### config.mk
export PLATFORM = sky130hd
export DESIGN_NAME = malu_core
export DESIGN_NICKNAME = d
export VERILOG_FILES = /design/src/malu_pkg.sv /design/src/malu_shift.sv /design/src/malu_core.sv
export SDC_FILE = /design/constraint.sdc
export NUM_CORES = 1
export LEC_CHECK = 0
export BUFFER_PORTS_ARGS = -buffer_cell sky130_fd_sc_hd__clkbuf_2
export CAP_MARGIN = 5
export CORE_UTILIZATION = 45
export CTS_CLUSTER_DIAMETER = 100
export CTS_CLUSTER_SIZE = 25
export DETAILED_ROUTE_END_ITERATION = 7
export PLACE_DENSITY_LB_ADDON = 0.2
export REMOVE_ABC_BUFFERS = 1
export SLEW_MARGIN = 20
export SYNTH_ARGS = -nofsm -noshare
export SYNTH_HDL_FRONTEND = slang
export SYNTH_SLANG_ARGS = --single-unit
### constraint.sdc
create_clock -name CLK -period 4.7 [get_ports CLK]
set_input_delay 0 -clock CLK [delete_from_list [all_inputs] [get_ports CLK]]
set_output_delay 0 -clock CLK [all_outputs]
set_load 0.1 [all_outputs]
### src/malu_pkg.sv
// malu_pkg: shared types and constants for the alu datapath
`default_nettype none
package malu_pkg;
  localparam int DATA_W = 8;
  localparam int REG_CNT = 16;
  localparam int IDX_W = 4;
  localparam logic [7:0] REG_RESET = 8'h00;
  localparam logic FLAG_RESET = 1'b0;
  // two-cycle instruction: issue cycle plus write-back cycle
  localparam int OP_CYCLES = 2;

  typedef enum logic [4:0] {
    MALU_LOAD, MALU_AND, MALU_OR, MALU_XOR,
    MALU_ADD, MALU_ADD_WITH_CARRY_IN, MALU_SUB, MALU_SUBTRACT_WITH_BORROW_IN,
    MALU_SHIFT_RIGHT_ZERO_FILL, MALU_SHIFT_RIGHT_ONE_FILL,
    MALU_SHIFT_RIGHT_SIGN_EXTEND, MALU_SHIFT_RIGHT_CARRY_IN,
    MALU_ROTATE_RIGHT,
    MALU_SHIFT_LEFT_ZERO_FILL, MALU_SHIFT_LEFT_ONE_FILL,
    MALU_SHIFT_LEFT_LSB_EXTEND, MALU_SHIFT_LEFT_CARRY_IN,
    MALU_ROTATE_LEFT
  } malu_op_t;

  typedef struct packed {
    malu_op_t op;
    logic [3:0] first_operand_register;
    logic [3:0] second_operand_register;
    logic use_constant;
    logic [7:0] constant;
  } malu_cmd_t;

  typedef struct packed {
    logic zero;
    logic carry;
  } malu_flags_t;
endpackage : malu_pkg
`default_nettype wire

### src/malu_shift.sv
// malu_shift: one-bit shift and rotate unit
`default_nettype none
module malu_shift (
  input wire logic [7:0] value,
  input wire logic left,
  input wire logic [1:0] fill_sel,
  input wire logic carry_in,
  output logic [7:0] result,
  output logic carry_out
);
  logic fill;
  always_comb begin
    // fill: 0 zero, 1 one, 2 end bit kept, 3 old carry
    unique case (fill_sel)
      2'h0: fill = 1'b0;
      2'h1: fill = 1'b1;
      2'h2: fill = left ? value[0] : value[7];
      default: fill = carry_in;
    endcase
    if (left) begin
      result = {value[6:0], fill};
      carry_out = value[7];
    end else begin
      result = {fill, value[7:1]};
      carry_out = value[0];
    end
  end
endmodule : malu_shift
`default_nettype wire

### src/malu_core.sv
// malu_core: register file, alu and flags of the small controller
// What this block does
// - load copies constant or register, flags kept
// - first register is destination; second register/constant
// - self-load is a two-cycle no-operation
// - loading zero clears register, flags kept
// - and writes bitwise and, updates flags
// - or writes bitwise or, updates flags
// - xor writes bitwise xor, updates flags
// - logical ops set zero on zero result
// - add ignores carry input, updates flags
// - add with carry adds carry flag too
// - sub ignores carry input, stores difference
// - sub sets carry on underflow, modulo result
// - subtract with borrow also subtracts carry
// - right shifts modify one register, update flags
// - left shifts modify one register, update flags
// - sixteen eight-bit registers, four-bit index
// - zero and carry flags exported for branches
`default_nettype none
module malu_core #(
  parameter int REGS = malu_pkg::REG_CNT
) (
  input wire logic CLK,
  input wire logic RST_N,
  input wire logic CMD_VALID,
  input wire malu_pkg::malu_cmd_t CMD,
  output logic CMD_READY,
  output logic DONE,
  output malu_pkg::malu_flags_t FLAGS,
  output logic [7:0] RESULT
);
  initial begin
    if (REGS != malu_pkg::REG_CNT) $error("malu_core: REGS must be 16");
  end

  typedef enum logic {MALU_IDLE, MALU_WRITE} malu_state_t;

  logic [7:0] regs_q [REGS];
  logic [7:0] regs_d [REGS];
  malu_state_t state_q, state_d;
  malu_pkg::malu_cmd_t cmd_q, cmd_d;
  malu_pkg::malu_flags_t flags_q, flags_d;
  logic [7:0] result_q, result_d;
  logic [7:0] op_a, op_b, alu_res;
  logic [8:0] wide;
  logic alu_carry, flags_upd, sh_carry;
  logic [7:0] sh_res;
  logic sh_left;
  logic [1:0] sh_fill;

  // operand fetch: any of the sixteen registers by index
  assign op_a = regs_q[cmd_q.first_operand_register];
  assign op_b = cmd_q.use_constant ? cmd_q.constant
              : regs_q[cmd_q.second_operand_register];

  always_comb begin
    unique case (cmd_q.op)
      malu_pkg::MALU_SHIFT_LEFT_ZERO_FILL,
      malu_pkg::MALU_SHIFT_LEFT_ONE_FILL,
      malu_pkg::MALU_SHIFT_LEFT_LSB_EXTEND,
      malu_pkg::MALU_SHIFT_LEFT_CARRY_IN,
      malu_pkg::MALU_ROTATE_LEFT: sh_left = 1'b1;
      default: sh_left = 1'b0;
    endcase
    unique case (cmd_q.op)
      malu_pkg::MALU_SHIFT_RIGHT_ONE_FILL,
      malu_pkg::MALU_SHIFT_LEFT_ONE_FILL: sh_fill = 2'h1;
      malu_pkg::MALU_SHIFT_RIGHT_SIGN_EXTEND,
      malu_pkg::MALU_SHIFT_LEFT_LSB_EXTEND: sh_fill = 2'h2;
      malu_pkg::MALU_SHIFT_RIGHT_CARRY_IN,
      malu_pkg::MALU_SHIFT_LEFT_CARRY_IN: sh_fill = 2'h3;
      default: sh_fill = 2'h0;
    endcase
  end

  // rotates feed the ejected end bit back in through the carry-in slot
  logic [7:0] sh_in;
  logic [1:0] sh_sel;
  always_comb begin
    sh_in = op_a;
    sh_sel = sh_fill;
    if (cmd_q.op == malu_pkg::MALU_ROTATE_RIGHT) begin
      sh_sel = 2'h3;
    end else if (cmd_q.op == malu_pkg::MALU_ROTATE_LEFT) begin
      sh_sel = 2'h3;
    end
  end
  logic rot_bit;
  assign rot_bit = sh_left ? op_a[7] : op_a[0];
  logic sh_cin;
  assign sh_cin = (cmd_q.op == malu_pkg::MALU_ROTATE_RIGHT ||
                   cmd_q.op == malu_pkg::MALU_ROTATE_LEFT)
                  ? rot_bit : flags_q.carry;

  malu_shift u_shift (
    .value(sh_in),
    .left(sh_left),
    .fill_sel(sh_sel),
    .carry_in(sh_cin),
    .result(sh_res),
    .carry_out(sh_carry)
  );

  always_comb begin
    wide = 9'h000;
    alu_res = op_a;
    alu_carry = flags_q.carry;
    flags_upd = 1'b1;
    unique case (cmd_q.op)
      malu_pkg::MALU_LOAD: begin
        alu_res = op_b;
        flags_upd = 1'b0;
      end
      malu_pkg::MALU_AND: begin
        alu_res = op_a & op_b;
        alu_carry = 1'b0;
      end
      malu_pkg::MALU_OR: begin
        alu_res = op_a | op_b;
        alu_carry = 1'b0;
      end
      malu_pkg::MALU_XOR: begin
        alu_res = op_a ^ op_b;
        alu_carry = 1'b0;
      end
      malu_pkg::MALU_ADD: begin
        wide = {1'b0, op_a} + {1'b0, op_b};
        alu_res = wide[7:0];
        alu_carry = wide[8];
      end
      malu_pkg::MALU_ADD_WITH_CARRY_IN: begin
        wide = {1'b0, op_a} + {1'b0, op_b}
             + {8'h00, flags_q.carry};
        alu_res = wide[7:0];
        alu_carry = wide[8];
      end
      malu_pkg::MALU_SUB: begin
        // borrow appears as bit 8 of the nine-bit difference
        wide = {1'b0, op_a} - {1'b0, op_b};
        alu_res = wide[7:0];
        alu_carry = wide[8];
      end
      malu_pkg::MALU_SUBTRACT_WITH_BORROW_IN: begin
        wide = {1'b0, op_a} - {1'b0, op_b}
             - {8'h00, flags_q.carry};
        alu_res = wide[7:0];
        alu_carry = wide[8];
      end
      default: begin
        alu_res = sh_res;
        alu_carry = sh_carry;
      end
    endcase
  end

  // issue cycle latches the command, second cycle writes back
  always_comb begin
    state_d = state_q;
    cmd_d = cmd_q;
    flags_d = flags_q;
    result_d = result_q;
    for (int i = 0; i < REGS; i++) begin
      regs_d[i] = regs_q[i];
    end
    unique case (state_q)
      MALU_IDLE: begin
        if (CMD_VALID) begin
          cmd_d = CMD;
          state_d = MALU_WRITE;
        end
      end
      MALU_WRITE: begin
        // self-load rewrites the same value: a two-cycle no-op
        regs_d[cmd_q.first_operand_register] = alu_res;
        result_d = alu_res;
        if (flags_upd) begin
          flags_d.zero = (alu_res == 8'h00);
          flags_d.carry = alu_carry;
        end
        state_d = MALU_IDLE;
      end
    endcase
  end

  always_ff @(posedge CLK) begin
    if (!RST_N) begin
      state_q <= MALU_IDLE;
      cmd_q <= '0;
      flags_q <= '{zero: malu_pkg::FLAG_RESET, carry: malu_pkg::FLAG_RESET};
      result_q <= malu_pkg::REG_RESET;
      for (int i = 0; i < REGS; i++) begin
        regs_q[i] <= malu_pkg::REG_RESET;
      end
    end else begin
      state_q <= state_d;
      cmd_q <= cmd_d;
      flags_q <= flags_d;
      result_q <= result_d;
      for (int i = 0; i < REGS; i++) begin
        regs_q[i] <= regs_d[i];
      end
    end
  end

  logic done_q;
  always_ff @(posedge CLK) begin
    if (!RST_N) begin
      done_q <= 1'b0;
    end else begin
      done_q <= (state_q == MALU_WRITE);
    end
  end

  assign CMD_READY = (state_q == MALU_IDLE);
  assign DONE = done_q;
  assign FLAGS = flags_q;
  assign RESULT = result_q;
endmodule : malu_core
`default_nettype wire

; ---- Word level (Yosys, flattened, before mapping)
; Memories as Yosys holds them, arrays and structs flattened. A register that Yosys moved wholly into a read port is not among the register bits.
; Cells that the tools add are included.
[totals]
reg_bits = 34
latch_bits = 0
ramBits = 128
romBits = 0
out_inout_bits = 12
n_memories = 1
[op_classes]
n_addsub = 4
multipliers = 0
div_mod_pow = 0
order_cmp = 2
n_eq_ne = 18
shift = 0
mux = 40
bitwise = 22
reduce_logical = 12
[memory_table]
columns = memory, depth, width, read_ports, rd_clocked_by_memory_dff, wr, line_no
row1 = regs_q, 16, 8, 18, 2, 16, malu_core.sv:39  ; logic [7:0] regs_q [REGS];
[ops]
columns = cell, count
row1 = $mux 8, 19
row2 = $bwmux 128, 1
row3 = $mux 128, 1
row4 = $pmux 8 s8, 1
row5 = $eq 5x4->1 const B, 7
row6 = $demux 8 s4, 1
row7 = $eq 5x3->1 const B, 4
row8 = $mux 4, 4
row9 = $or 1x1->1, 16
row10 = $eq 5x2->1 const B, 2
row11 = $eq 5x5->1 const B, 2
row12 = $add 8x8->9, 1
row13 = $add 9x1->9, 1
row14 = $sub 8x8->9, 1
row15 = $sub 9x1->9, 1
row16 = $and 8x8->8, 1
row17 = $logic_not 8->1, 1
row18 = $or 8x8->8, 1
row19 = $xor 8x8->8, 1
row20 = $mux 1, 7
row21 = $pmux 2 s3, 1
row22 = $reduce_or 2->1, 3
row23 = $eq 5x1->1 const B, 1
row24 = $ge 5x5->1 const B, 1
row25 = other kinds (16), 19

; ---- Depth between registers and ports, before layout
; Gate-level depths: netlist of run 1.
[logic_depth]
word_depth = 12
depth_mapped = 22
mapped_depth_nobuf = 19

; ---- Cells and area by module
; Synthesis of run 1 repeated with hierarchy kept, for this count alone.
[hier_totals]
hier_cells = 1110
hier_area_um2 = 10709.0
[by_module_without_submodules]
columns = mod, n_inst, cells_each, area_each_um2, seq_area_each_um2
row1 = malu_core, 1, 1094, 10566.4, 3403.3
row2 = malu_shift, 1, 16, 142.6, 0.0

; ---- Worst setup path before layout of run 1
; OpenSTA, ideal clock, no wires.
[synth_path]
kind = flip-flop to flip-flop
start = register (tool-made name)
end = memory regs_q[0][7]
setup_time_ns = 0.144
arrival_time_ns = 4.835
t_required_ns = 4.556
path_slack_ns = -0.280
path_stages_with_launch = 18
path_buffers = 4
synth_period_minus_slack_ns = 4.980
path_cell_list = dfxtp_1 buf_2 buf_2 buf_2 mux4_2 mux4_2 mux2_2 inv_1 ha_1 nand2b_1 o21ai_0 nand4bb_1 or3_1 nor4_1 xor2_1 a221oi_4 buf_6 a21oi_2
[synth_lines]
columns = element, line_no
row1 = to (decl), malu_core.sv:39

==> results.cfg, run 1 <==
[layout]
layout.nets = 1390
mostFrequentLayoutCells = nand2_1, nor2_1, dfxtp_1
area.growth.synth_to_final_pct = 21.59
post-route-util_pct = 56.08
stdcell_count = 1662
final_common_cell = nand2_1
diodes = 0
drive_above_1_share_pct = 24.09
fillers = 2073

[detailed_routing]
drt_first_pass_iters = 8
ant_nets = 0
drt-total-wl_microns = 35210
vias_per_cell = 6.018
via_count = 10002
post-route-drc-count = 8
drtIter0Drc = 878
wl_per_cell_microns = 21.18

[clocking]
cts_max_level = 4
cts_buffers = 17
path_clk_slew_ns = 0.06
root_buffer = clkbuf_16
clock_latency_ns = 0.43
clock_sinks = 170
cts_tree = done
clk_path_buf_depth = 2

[worst_setup_path]
arrival_ns = 4.99
path_max_fanout = 7
startpoint_type = flip-flop
crit_slowest_cell = or4_4
critPathCaptureType = flip-flop
slowest_delay_ns = 0.56
critPathKind = flip-flop to flip-flop
cp_top_family = multiplexers
path_cells = mux4_2, mux4_2, mux2i_4, inv_2, ha_1, inv_2, ha_4, inv_1, ha_1, inv_2, xnor2_1, a31oi_1, o211ai_1, a221o_1, a2111o_1, or4_4, nor3_4, a41o_1
cpMostUsedCell = inv_2
cp_num_buf_inv = 4
critical_path_required_ns = 5.07

[grt]
grt-ovfl-total = 0
grt_max_degree = 95
antenna_found_initial = 0
track_usage_pct = 29.24
grt_pass1_wl_microns = 53380
grt_pass1_vias = 9311

[timing]
slew_violations = 0
rsz0062_at_grt = yes
fmax_mhz = 216.4
setup_tns_ns = 0
finalCritPeriodShare_pct = 98.30
period_needed_ns = 4.620
tightest_slew_ns = 1.085
hold_viol = 0
whs_ns = 0.08627
skew_ns = 0.009885
setup_viol = 0
relSlewSlack_pct = 27.37

[placement]
dp.cells = 1590
dp_hpwl_microns = 24990
portBuffers = 36
place_congestion = 1.006

[synthesis]
ys_async_sr_fraction_pct = 0
syn_inst = 1237
syn_area_per_cell_sq_um = 8.492
yosys_register_bits = 170
yosysSeqAreaShare_pct = 32.40
syn_area_sq_um = 10510
ys_warn_count = 0
ys_types = 88
synth_edf_count = 0
ys.flop_type = dfxtp_1

[worst_hold_path]
worstHoldPathType = input port to flip-flop

[floorplan]
io_pins = 37
die_w_microns = 154.8
die-area_sq_um = 23960
rows = 55
start_util_pct = 46.12
die_h_microns = 154.8
core-area_sq_um = 22780

[status]
violations = DRC
status = complete, but fails checks

[power]
finalPower_w = 0.004006
irDropWorstVdd_mv = 0.2449
power_density_nw_per_um2 = 313.6
power_leakage_nw = 4.574

[flow_run]
drv_cap = 0
## worst min-delay path, stage by stage
cell	delay, ns
clkbuf_2	0.26
o21ai_0	0.15
a21oi_1	0.05
## Yosys cell counts (15+ instances only)
cell type	instances	area, sq um
a211oi_1	21	157.7
a21oi_1	103	515.5
buf_2	15	75.07
clkbuf_1	51	191.4
dfxtp_1	170	3403
ha_1	29	362.9
inv_1	31	116.4
mux2i_1	30	300.3
mux4_2	67	1509
nand2_1	181	679.4
nand3_1	22	110.1
nor2_1	170	638.1
nor2b_1	21	131.4
nor3_1	66	330.3
o211ai_1	24	180.2
o21ai_0	37	185.2
## flip-flops by register name (all words and copies together), names as in the netlist, named ones only
signal / cells
FLAGS: 2
RESULT: 8
state_q: 1
cmd_q: 22
regs_q: 128
DONE: 1
## what timing repair did
action,4_1_cts,5_1_grt
hold buffers,22,0
setup buffers,0,15
pin swaps,0,13
setup endpoints to repair,39,66
hold endpoints to repair,30,0
gates cloned,0,3
gates resized for setup,7,62
## report_power, final
group          total, W  switching (W)  internal (W)
logic           0.00111       0.000655      0.000453
clock network   0.00138       0.000624      0.000759
registers       0.00152      0.0000451       0.00147
total           0.00401        0.00132       0.00268
## through the flow
step	setup WS, ns	instance area, sq um
after floorplan	-0.9873	10150
after global placement	0.01866	11450
after detailed placement	-0.07074	11450
after CTS	0.02111	12270
after global routing	-0.09248	12770
final	0.07981	12770
## metal layers
layer | up-vias | routed length, microns | GRT usage (%) | share of wire, %
li1 | 4712 | - | - | -
met5 | - | 0 | 0 | 0
met4 | 0 | 1020 | 10.09 | 2.9
met2 | 422 | 17510 | 50.51 | 50
met1 | 4789 | 14310 | 37.28 | 41
met3 | 79 | 2369 | 4.287 | 6.7
## cell families (layout without fill, tap and decap cells)
| kind of cell | count (synthesis) | in the layout | share of synthesized area, % |
|---|---|---|---|
| xor gates and xnor gates | 11 | 11 | 0.9171 |
| and+or+nand+nor | 524 | 524 | 22.30 |
| muxes | 104 | 104 | 17.97 |
| adders and majority gates | 30 | 30 | 3.549 |
| buffers and inverters | 116 | 228 | 4.692 |
| DFF | 170 | 170 | 32.40 |
| AOI/OAI and AO/OA | 282 | 282 | 18.18 |
## final cells by class
type                    instances  area, sq um  area share (%)
flip-flops and latches        170         3415           26.73
multi-input cells             951         6927           54.23
well taps                     313        391.6           3.066
inverters                      36        142.6           1.117
clock buffers                  19        442.9           3.468
clock inverters                13        135.1           1.058
repair buffers                160         1320           10.33
## final timing paths
check	depth (start not counted)	endpoint	start	slack, ns
worst min-delay path	3	regs_q[9][7]$_SDFFE_PN0P_	RST_N	0.09
worst min register to register	2	flip-flop	cmd_q[9]$_SDFFE_PN0P_	0.45
worst max register to register	18	FLAGS[1]$_SDFFE_PN0P_	flip-flop	0.08
worst max-delay path	18	FLAGS[1]$_SDFFE_PN0P_	flip-flop	0.08
Power figures use the tool's default switching activity.
==> inputs of run 2 (changes only) <==
==> constraint.sdc (replaced) <==
create_clock -name CLK -period 4.7 [get_ports CLK]
set_input_delay 0.94 -clock CLK [delete_from_list [all_inputs] [get_ports CLK]]
set_output_delay 0.94 -clock CLK [all_outputs]
set_load 0.1 [all_outputs]
==> results.cfg, run 2 (synthesis gave the netlist of run 1 again) <==
[timing]
skew_ns = 0.009215
fmax_mhz = 216.7
relSlewSlack_pct = 27.32
slew_violations = 0
hold_viol = 0
setup_viol = 0
finalCritPeriodShare_pct = 98.19
period_needed_ns = 4.615
tightest_slew_ns = 1.086
final.setup.worst_slack_ns = 0.08523

[layout]
diodes = 0
multi_input_area_sq_um = 6715
layout.nets = 1359
mostFrequentLayoutCells = nand2_1, dfxtp_1, nor2_1
regMostFlops = regs_q
ff_latch_area_sq_um = 3415
drive_above_1_share_pct = 22.15
area.growth.synth_to_final_pct = 16.98
finish.instance_area_sq_um = 12290
final_common_cell = nand2_1
fillers = 2118
largest_reg_flops = 128

[worst_setup_path]
critical_path_required_ns = 4.97
reg2reg_to = regs_q[9][7]$_SDFFE_PN0P_
reg2reg_slack_ns = 0.09
crit_slowest_cell = mux4_2
cpMostUsedCell = inv_1
path_max_fanout = 18
startpoint_type = flip-flop
slowest_delay_ns = 0.53
cp_top_family = multiplexers
r2r_cells = 18
arrival_ns = 4.89
critPathCaptureType = flip-flop
cp_num_buf_inv = 4
path_cells = mux4_2, mux4_2, mux2i_2, inv_1, ha_1, inv_1, ha_4, o21ai_2, a21oi_2, nor2_2, xnor2_2, inv_1, or3_1, nor4_1, xor2_1, a221oi_4, buf_12, a21oi_1
critPathKind = flip-flop to flip-flop

[detailed_routing]
drt_first_pass_iters = 5
drtIter0Drc = 972
via_count = 10006
vias_per_cell = 6.135
ant_nets = 0
drt-total-wl_microns = 34810
wl_per_cell_microns = 21.34
post-route-drc-count = 0

[power]
seq_power_share_pct = 37.9
irDropWorstVdd_mv = 0.2761
clkPwrFrac_pct = 37.0
power_density_nw_per_um2 = 324.8
power_leakage_nw = 4.423
netSwitchingPower_w = 0.001261
internal-power_w = 0.002730
pwr-share-comb_pct = 25.1
swShare_pct = 31.60

[placement]
dp_slack_ns = 0.04122
placed_area_sq_um = 11470
dp_hpwl_microns = 25380
place_congestion = 0.9529
portBuffers = 36

[status]
status = complete, no violations

[grt]
track_usage_pct = 29.49
grt_max_degree = 83
grt_pass1_vias = 9385
grt_pass1_wl_microns = 53830
antenna_found_initial = 0
grt-ovfl-total = 0

[worst_hold_path]
worstHoldPathType = flip-flop to flip-flop
min_path_cells = 2
worstHoldStart = cmd_q[2]$_SDFFE_PN0P_
hold_path_end = cmd_q[2]$_SDFFE_PN0P_

[floorplan]
die_h_microns = 154.8
core-area_sq_um = 22780
die-area_sq_um = 23960
rows = 55
die_w_microns = 154.8
io_pins = 37
start_util_pct = 46.12

[clocking]
path_clk_slew_ns = 0.07
clock_latency_ns = 0.44
root_buffer = clkbuf_16
cts_max_level = 4
cts_tree = done
cts_buffers = 17
clk_path_buf_depth = 2
clock_sinks = 170

[flow_run]
drv_cap = 0
-- run 2: per-layer routing --
layer  track usage (%)  vias up  share of wire [%]
met3             3.951       99                6.5
met2             49.75      434                 49
met1             37.13     4832                 40
li1                  -     4641                  -
met5                 0        -                  0
met4             14.66        0                4.2
-- run 2: worst min-delay path: stages, from the launching register on --
cell and delay (ns):
dfxtp_1 0.31, nand2_1 0.05, a21oi_1 0.05
-- run 2: what timing repair did --
item                                    4_1_cts  5_1_grt
endpoints found under the setup margin        3       71
buffers inserted                              0        6
hold buffers                                  0        0
cloned                                        0        1
pin swaps                                     0        5
gates resized for setup                       1       30
-- run 2: power groups by stage --
stage / combinational, W / clock [W] / sequential [W]
4_1_cts: 0.000951 / 0.00149 / 0.00151
3_5_place_dp: 0.000945 / 0 / 0.00155
6_report: 0.00100 / 0.00148 / 0.00151
2_1_floorplan: 0.000506 / 0 / 0.00159
3_3_place_gp: 0.000943 / 0 / 0.00154
5_1_grt: 0.00107 / 0.00155 / 0.00152
-- run 2: per-stage QoR --
stage / std cells / power [W] / util (%) / TNS (ns) / hold WS (ns)
6_report: 1631 / 0.003992 / 53.95 / 0 / 0.4572
5_1_grt: 1631 / 0.004137 / 53.95 / -2.417 / 0.4785
4_1_cts: 1624 / 0.003956 / 53.10 / 0 / 0.4566
3_5_place_dp: 1592 / 0.002490 / 50.37 / 0 / 0.4451
3_3_place_gp: 1592 / 0.002488 / 50.37 / 0 / 0.4419
2_1_floorplan: 1157 / 0.002101 / - / -63.05 / 0.4312
-- run 2: cell type report --
cell class,instances,share of cell area [%]
inverters,36,1.130
clock buffers,20,3.716
flip-flops and latches,170,27.78
clock inverters,12,1.313
repair buffers,129,8.226
well taps,313,3.187
multi-input cells,951,54.64
-- run 2: worst max-delay path by stage --
stage	start	end	slack, ns	cells after the start
floorplan	flip-flop	FLAGS[1]$_SDFFE_PN0P_	-0.99	13
global placement	flip-flop	FLAGS[1]$_SDFFE_PN0P_	0.03	16
detailed placement	flip-flop	regs_q[13][7]$_SDFFE_PN0P_	0.04	19
CTS	flip-flop	FLAGS[1]$_SDFFE_PN0P_	0.01	19
global route	flip-flop	regs_q[1][6]$_SDFFE_PN0P_	-0.11	19
finish	flip-flop	regs_q[9][7]$_SDFFE_PN0P_	0.09	18
==> inputs of run 3 (changes only) <==
--- a/config.mk
+++ b/config.mk
@@ -11,7 +11,6 @@
 export CTS_CLUSTER_DIAMETER = 100
 export CTS_CLUSTER_SIZE = 25
 export DETAILED_ROUTE_END_ITERATION = 7
-export PLACE_DENSITY_LB_ADDON = 0.2
 export REMOVE_ABC_BUFFERS = 1
 export SLEW_MARGIN = 20
 export SYNTH_ARGS = -nofsm -noshare
==> results.cfg, run 3 (synthesis gave the netlist of run 1 again) <==
[clocking]
clock_sinks = 170
clock_latency_ns = 0.43
path_clk_slew_ns = 0.07
hold_buffers = 0
cts_max_level = 4
cts_buffers = 17
root_buffer = clkbuf_16
cts_tree = done
clk_path_buf_depth = 2

[grt]
grt_pass1_vias = 9164
grt_pass1_wl_microns = 52960
track_usage_pct = 29.11
antenna_found_initial = 0
grt-ovfl-total = 0
grt_max_degree = 94

[worst_hold_path]
min_path_cells = 2
worstHoldPathType = flip-flop to flip-flop
worstHoldStart = cmd_q[12]$_SDFFE_PN0P_

[placement]
dp_slack_ns = -0.01545
dp_hpwl_microns = 25410
place_congestion = 1.038
portBuffers = 36
placed_area_sq_um = 11480
dp.cells = 1588

[layout]
final_common_cell = nand2_1
mostFrequentLayoutCells = nand2_1, nor2_1, dfxtp_1
drive_above_1_share_pct = 22.40
stdcell_count = 1630
layout.nets = 1359
post-route-util_pct = 54.15
area.growth.synth_to_final_pct = 17.41
largest_reg_flops = 128
regMostFlops = regs_q
fillers = 2137
finish.instance_area_sq_um = 12330
diodes = 0
ff_latch_area_sq_um = 3417
multi_input_area_sq_um = 6734

[detailed_routing]
drt-total-wl_microns = 34530
wl_per_cell_microns = 21.18
drt_first_pass_iters = 6
post-route-drc-count = 0
vias_per_cell = 6.078
drtIter0Drc = 798
ant_nets = 0
via_count = 9907

[power]
swShare_pct = 31.57
netSwitchingPower_w = 0.001238
power_density_nw_per_um2 = 318.0
seq_power_share_pct = 38.5
irDropWorstVdd_mv = 0.2512
clkPwrFrac_pct = 35.9
pwr-share-comb_pct = 25.6
power_leakage_nw = 4.416
internal-power_w = 0.002684

[worst_setup_path]
startpoint_type = flip-flop
slowest_delay_ns = 0.53
reg2reg_slack_ns = 0.12
arrival_ns = 4.91
critPathCaptureType = flip-flop
crit_slowest_cell = mux4_2
path_cells = mux4_2, mux4_2, mux2i_2, inv_2, ha_2, inv_2, ha_4, o21ai_2, a21oi_2, nor2_2, xnor2_1, inv_1, nor4_1, or3b_1, a21oi_1, nor2_1, buf_12, a211oi_1
critical_path_required_ns = 5.03
critPathKind = flip-flop to flip-flop
r2r_cells = 18
path_max_fanout = 18
reg2reg_to = regs_q[8][5]$_SDFFE_PN0P_

[timing]
rsz0062_at_grt = yes
fmax_mhz = 218.4
skew_ns = 0.01531
period_needed_ns = 4.579
relSlewSlack_pct = 27.17
slew_violations = 0
finalCritPeriodShare_pct = 97.43
hold_viol = 0
setup_viol = 0
final.setup.worst_slack_ns = 0.1209
tightest_slew_ns = 1.088

[floorplan]
core-area_sq_um = 22780
start_util_pct = 46.12
die_w_microns = 154.8
die-area_sq_um = 23960
die_h_microns = 154.8
rows = 55
io_pins = 37

[status]
status = complete, no violations

[flow_run]
drv_cap = 0
==> run 3: cell types whose count changed in the layout (fill, tap and decap cells not counted), moves of 2 or more <==
cell	before	now
buf_4	81	78
buf_12	8	10
clkbuf_16	18	20
clkinv_2	2	4
clkinv_4	2	0
dfxtp_1	167	165
dfxtp_2	0	2
ha_4	2	4
inv_1	30	28
nor4_1	5	7
nor4_2	2	0
==> run 3: what timing repair did <==
| item | CTS | global route |
|---|---|---|
| resized for setup | 2 | 32 |
| gates cloned | 0 | 3 |
| setup buffers | 0 | 8 |
| setup endpoints to repair | 15 | 69 |
| pin swaps | 0 | 9 |
==> run 3: worst max path at each step <==
stage / start / endpoint / slack, ns / depth (start not counted)
2_1_floorplan: flip-flop / FLAGS[1]$_SDFFE_PN0P_ / -0.99 / 13
3_3_place_gp: flip-flop / regs_q[9][7]$_SDFFE_PN0P_ / 0.04 / 15
3_5_place_dp: flip-flop / FLAGS[1]$_SDFFE_PN0P_ / -0.02 / 18
4_1_cts: flip-flop / regs_q[10][7]$_SDFFE_PN0P_ / 0.01 / 15
5_1_grt: flip-flop / regs_q[1][6]$_SDFFE_PN0P_ / -0.04 / 17
6_report: flip-flop / regs_q[8][5]$_SDFFE_PN0P_ / 0.12 / 18
==> run 3: power by group through the flow <==
stage               Combinational [W]  Sequential, W  Clock (W)
floorplan                    0.000506        0.00159          0
CTS                          0.000939        0.00151    0.00142
finish                        0.00100        0.00151    0.00141
detailed placement           0.000934        0.00154          0
global placement             0.000936        0.00154          0
global route                  0.00107        0.00151    0.00148
==> run 3: worst max-delay path: cells and delay by family, from the launching register on <==
| family | cells | cell delay, ns |
|---|---|---|
| buffers and inverters | 4 | 0.44 |
| AO/OA/AOI/OAI | 4 | 0.77 |
| XOR/XNOR | 1 | 0.20 |
| flip-flops | 1 | 0.45 |
| AND/OR/NAND/NOR | 4 | 0.99 |
| adder cells (fa/ha/maj) | 2 | 0.35 |
| multiplexers | 3 | 1.26 |
==> run 3: stage by stage <==
stage,TNS [ns],hold WS [ns],power [W]
floorplan,-63.05,0.4312,0.002101
global placement,0,0.4421,0.002478
detailed placement,-0.01573,0.4510,0.002476
CTS,0,0.4599,0.003871
global route,-0.1261,0.4666,0.004069
finish,0,0.4519,0.003922
==> run 3: layer usage <==
layer | global-route usage (%) | wire [microns] | vias to the layer above
met5 | 0 | 0 | -
met4 | 13.44 | 1288 | 0
met3 | 4.007 | 2224 | 96
met2 | 48.85 | 16790 | 424
met1 | 37.17 | 14230 | 4754
li1 | - | - | 4633
==> run 3: cell type report <==
class | count | share of cell area, %
Clock inverter | 10 | 0.9333
Inverter | 36 | 1.156
Timing Repair Buffer | 129 | 8.622
Clock buffer | 21 | 3.814
Multi-Input combinational cell | 951 | 54.60
Sequential cell | 170 | 27.70
Tap cell | 313 | 3.175
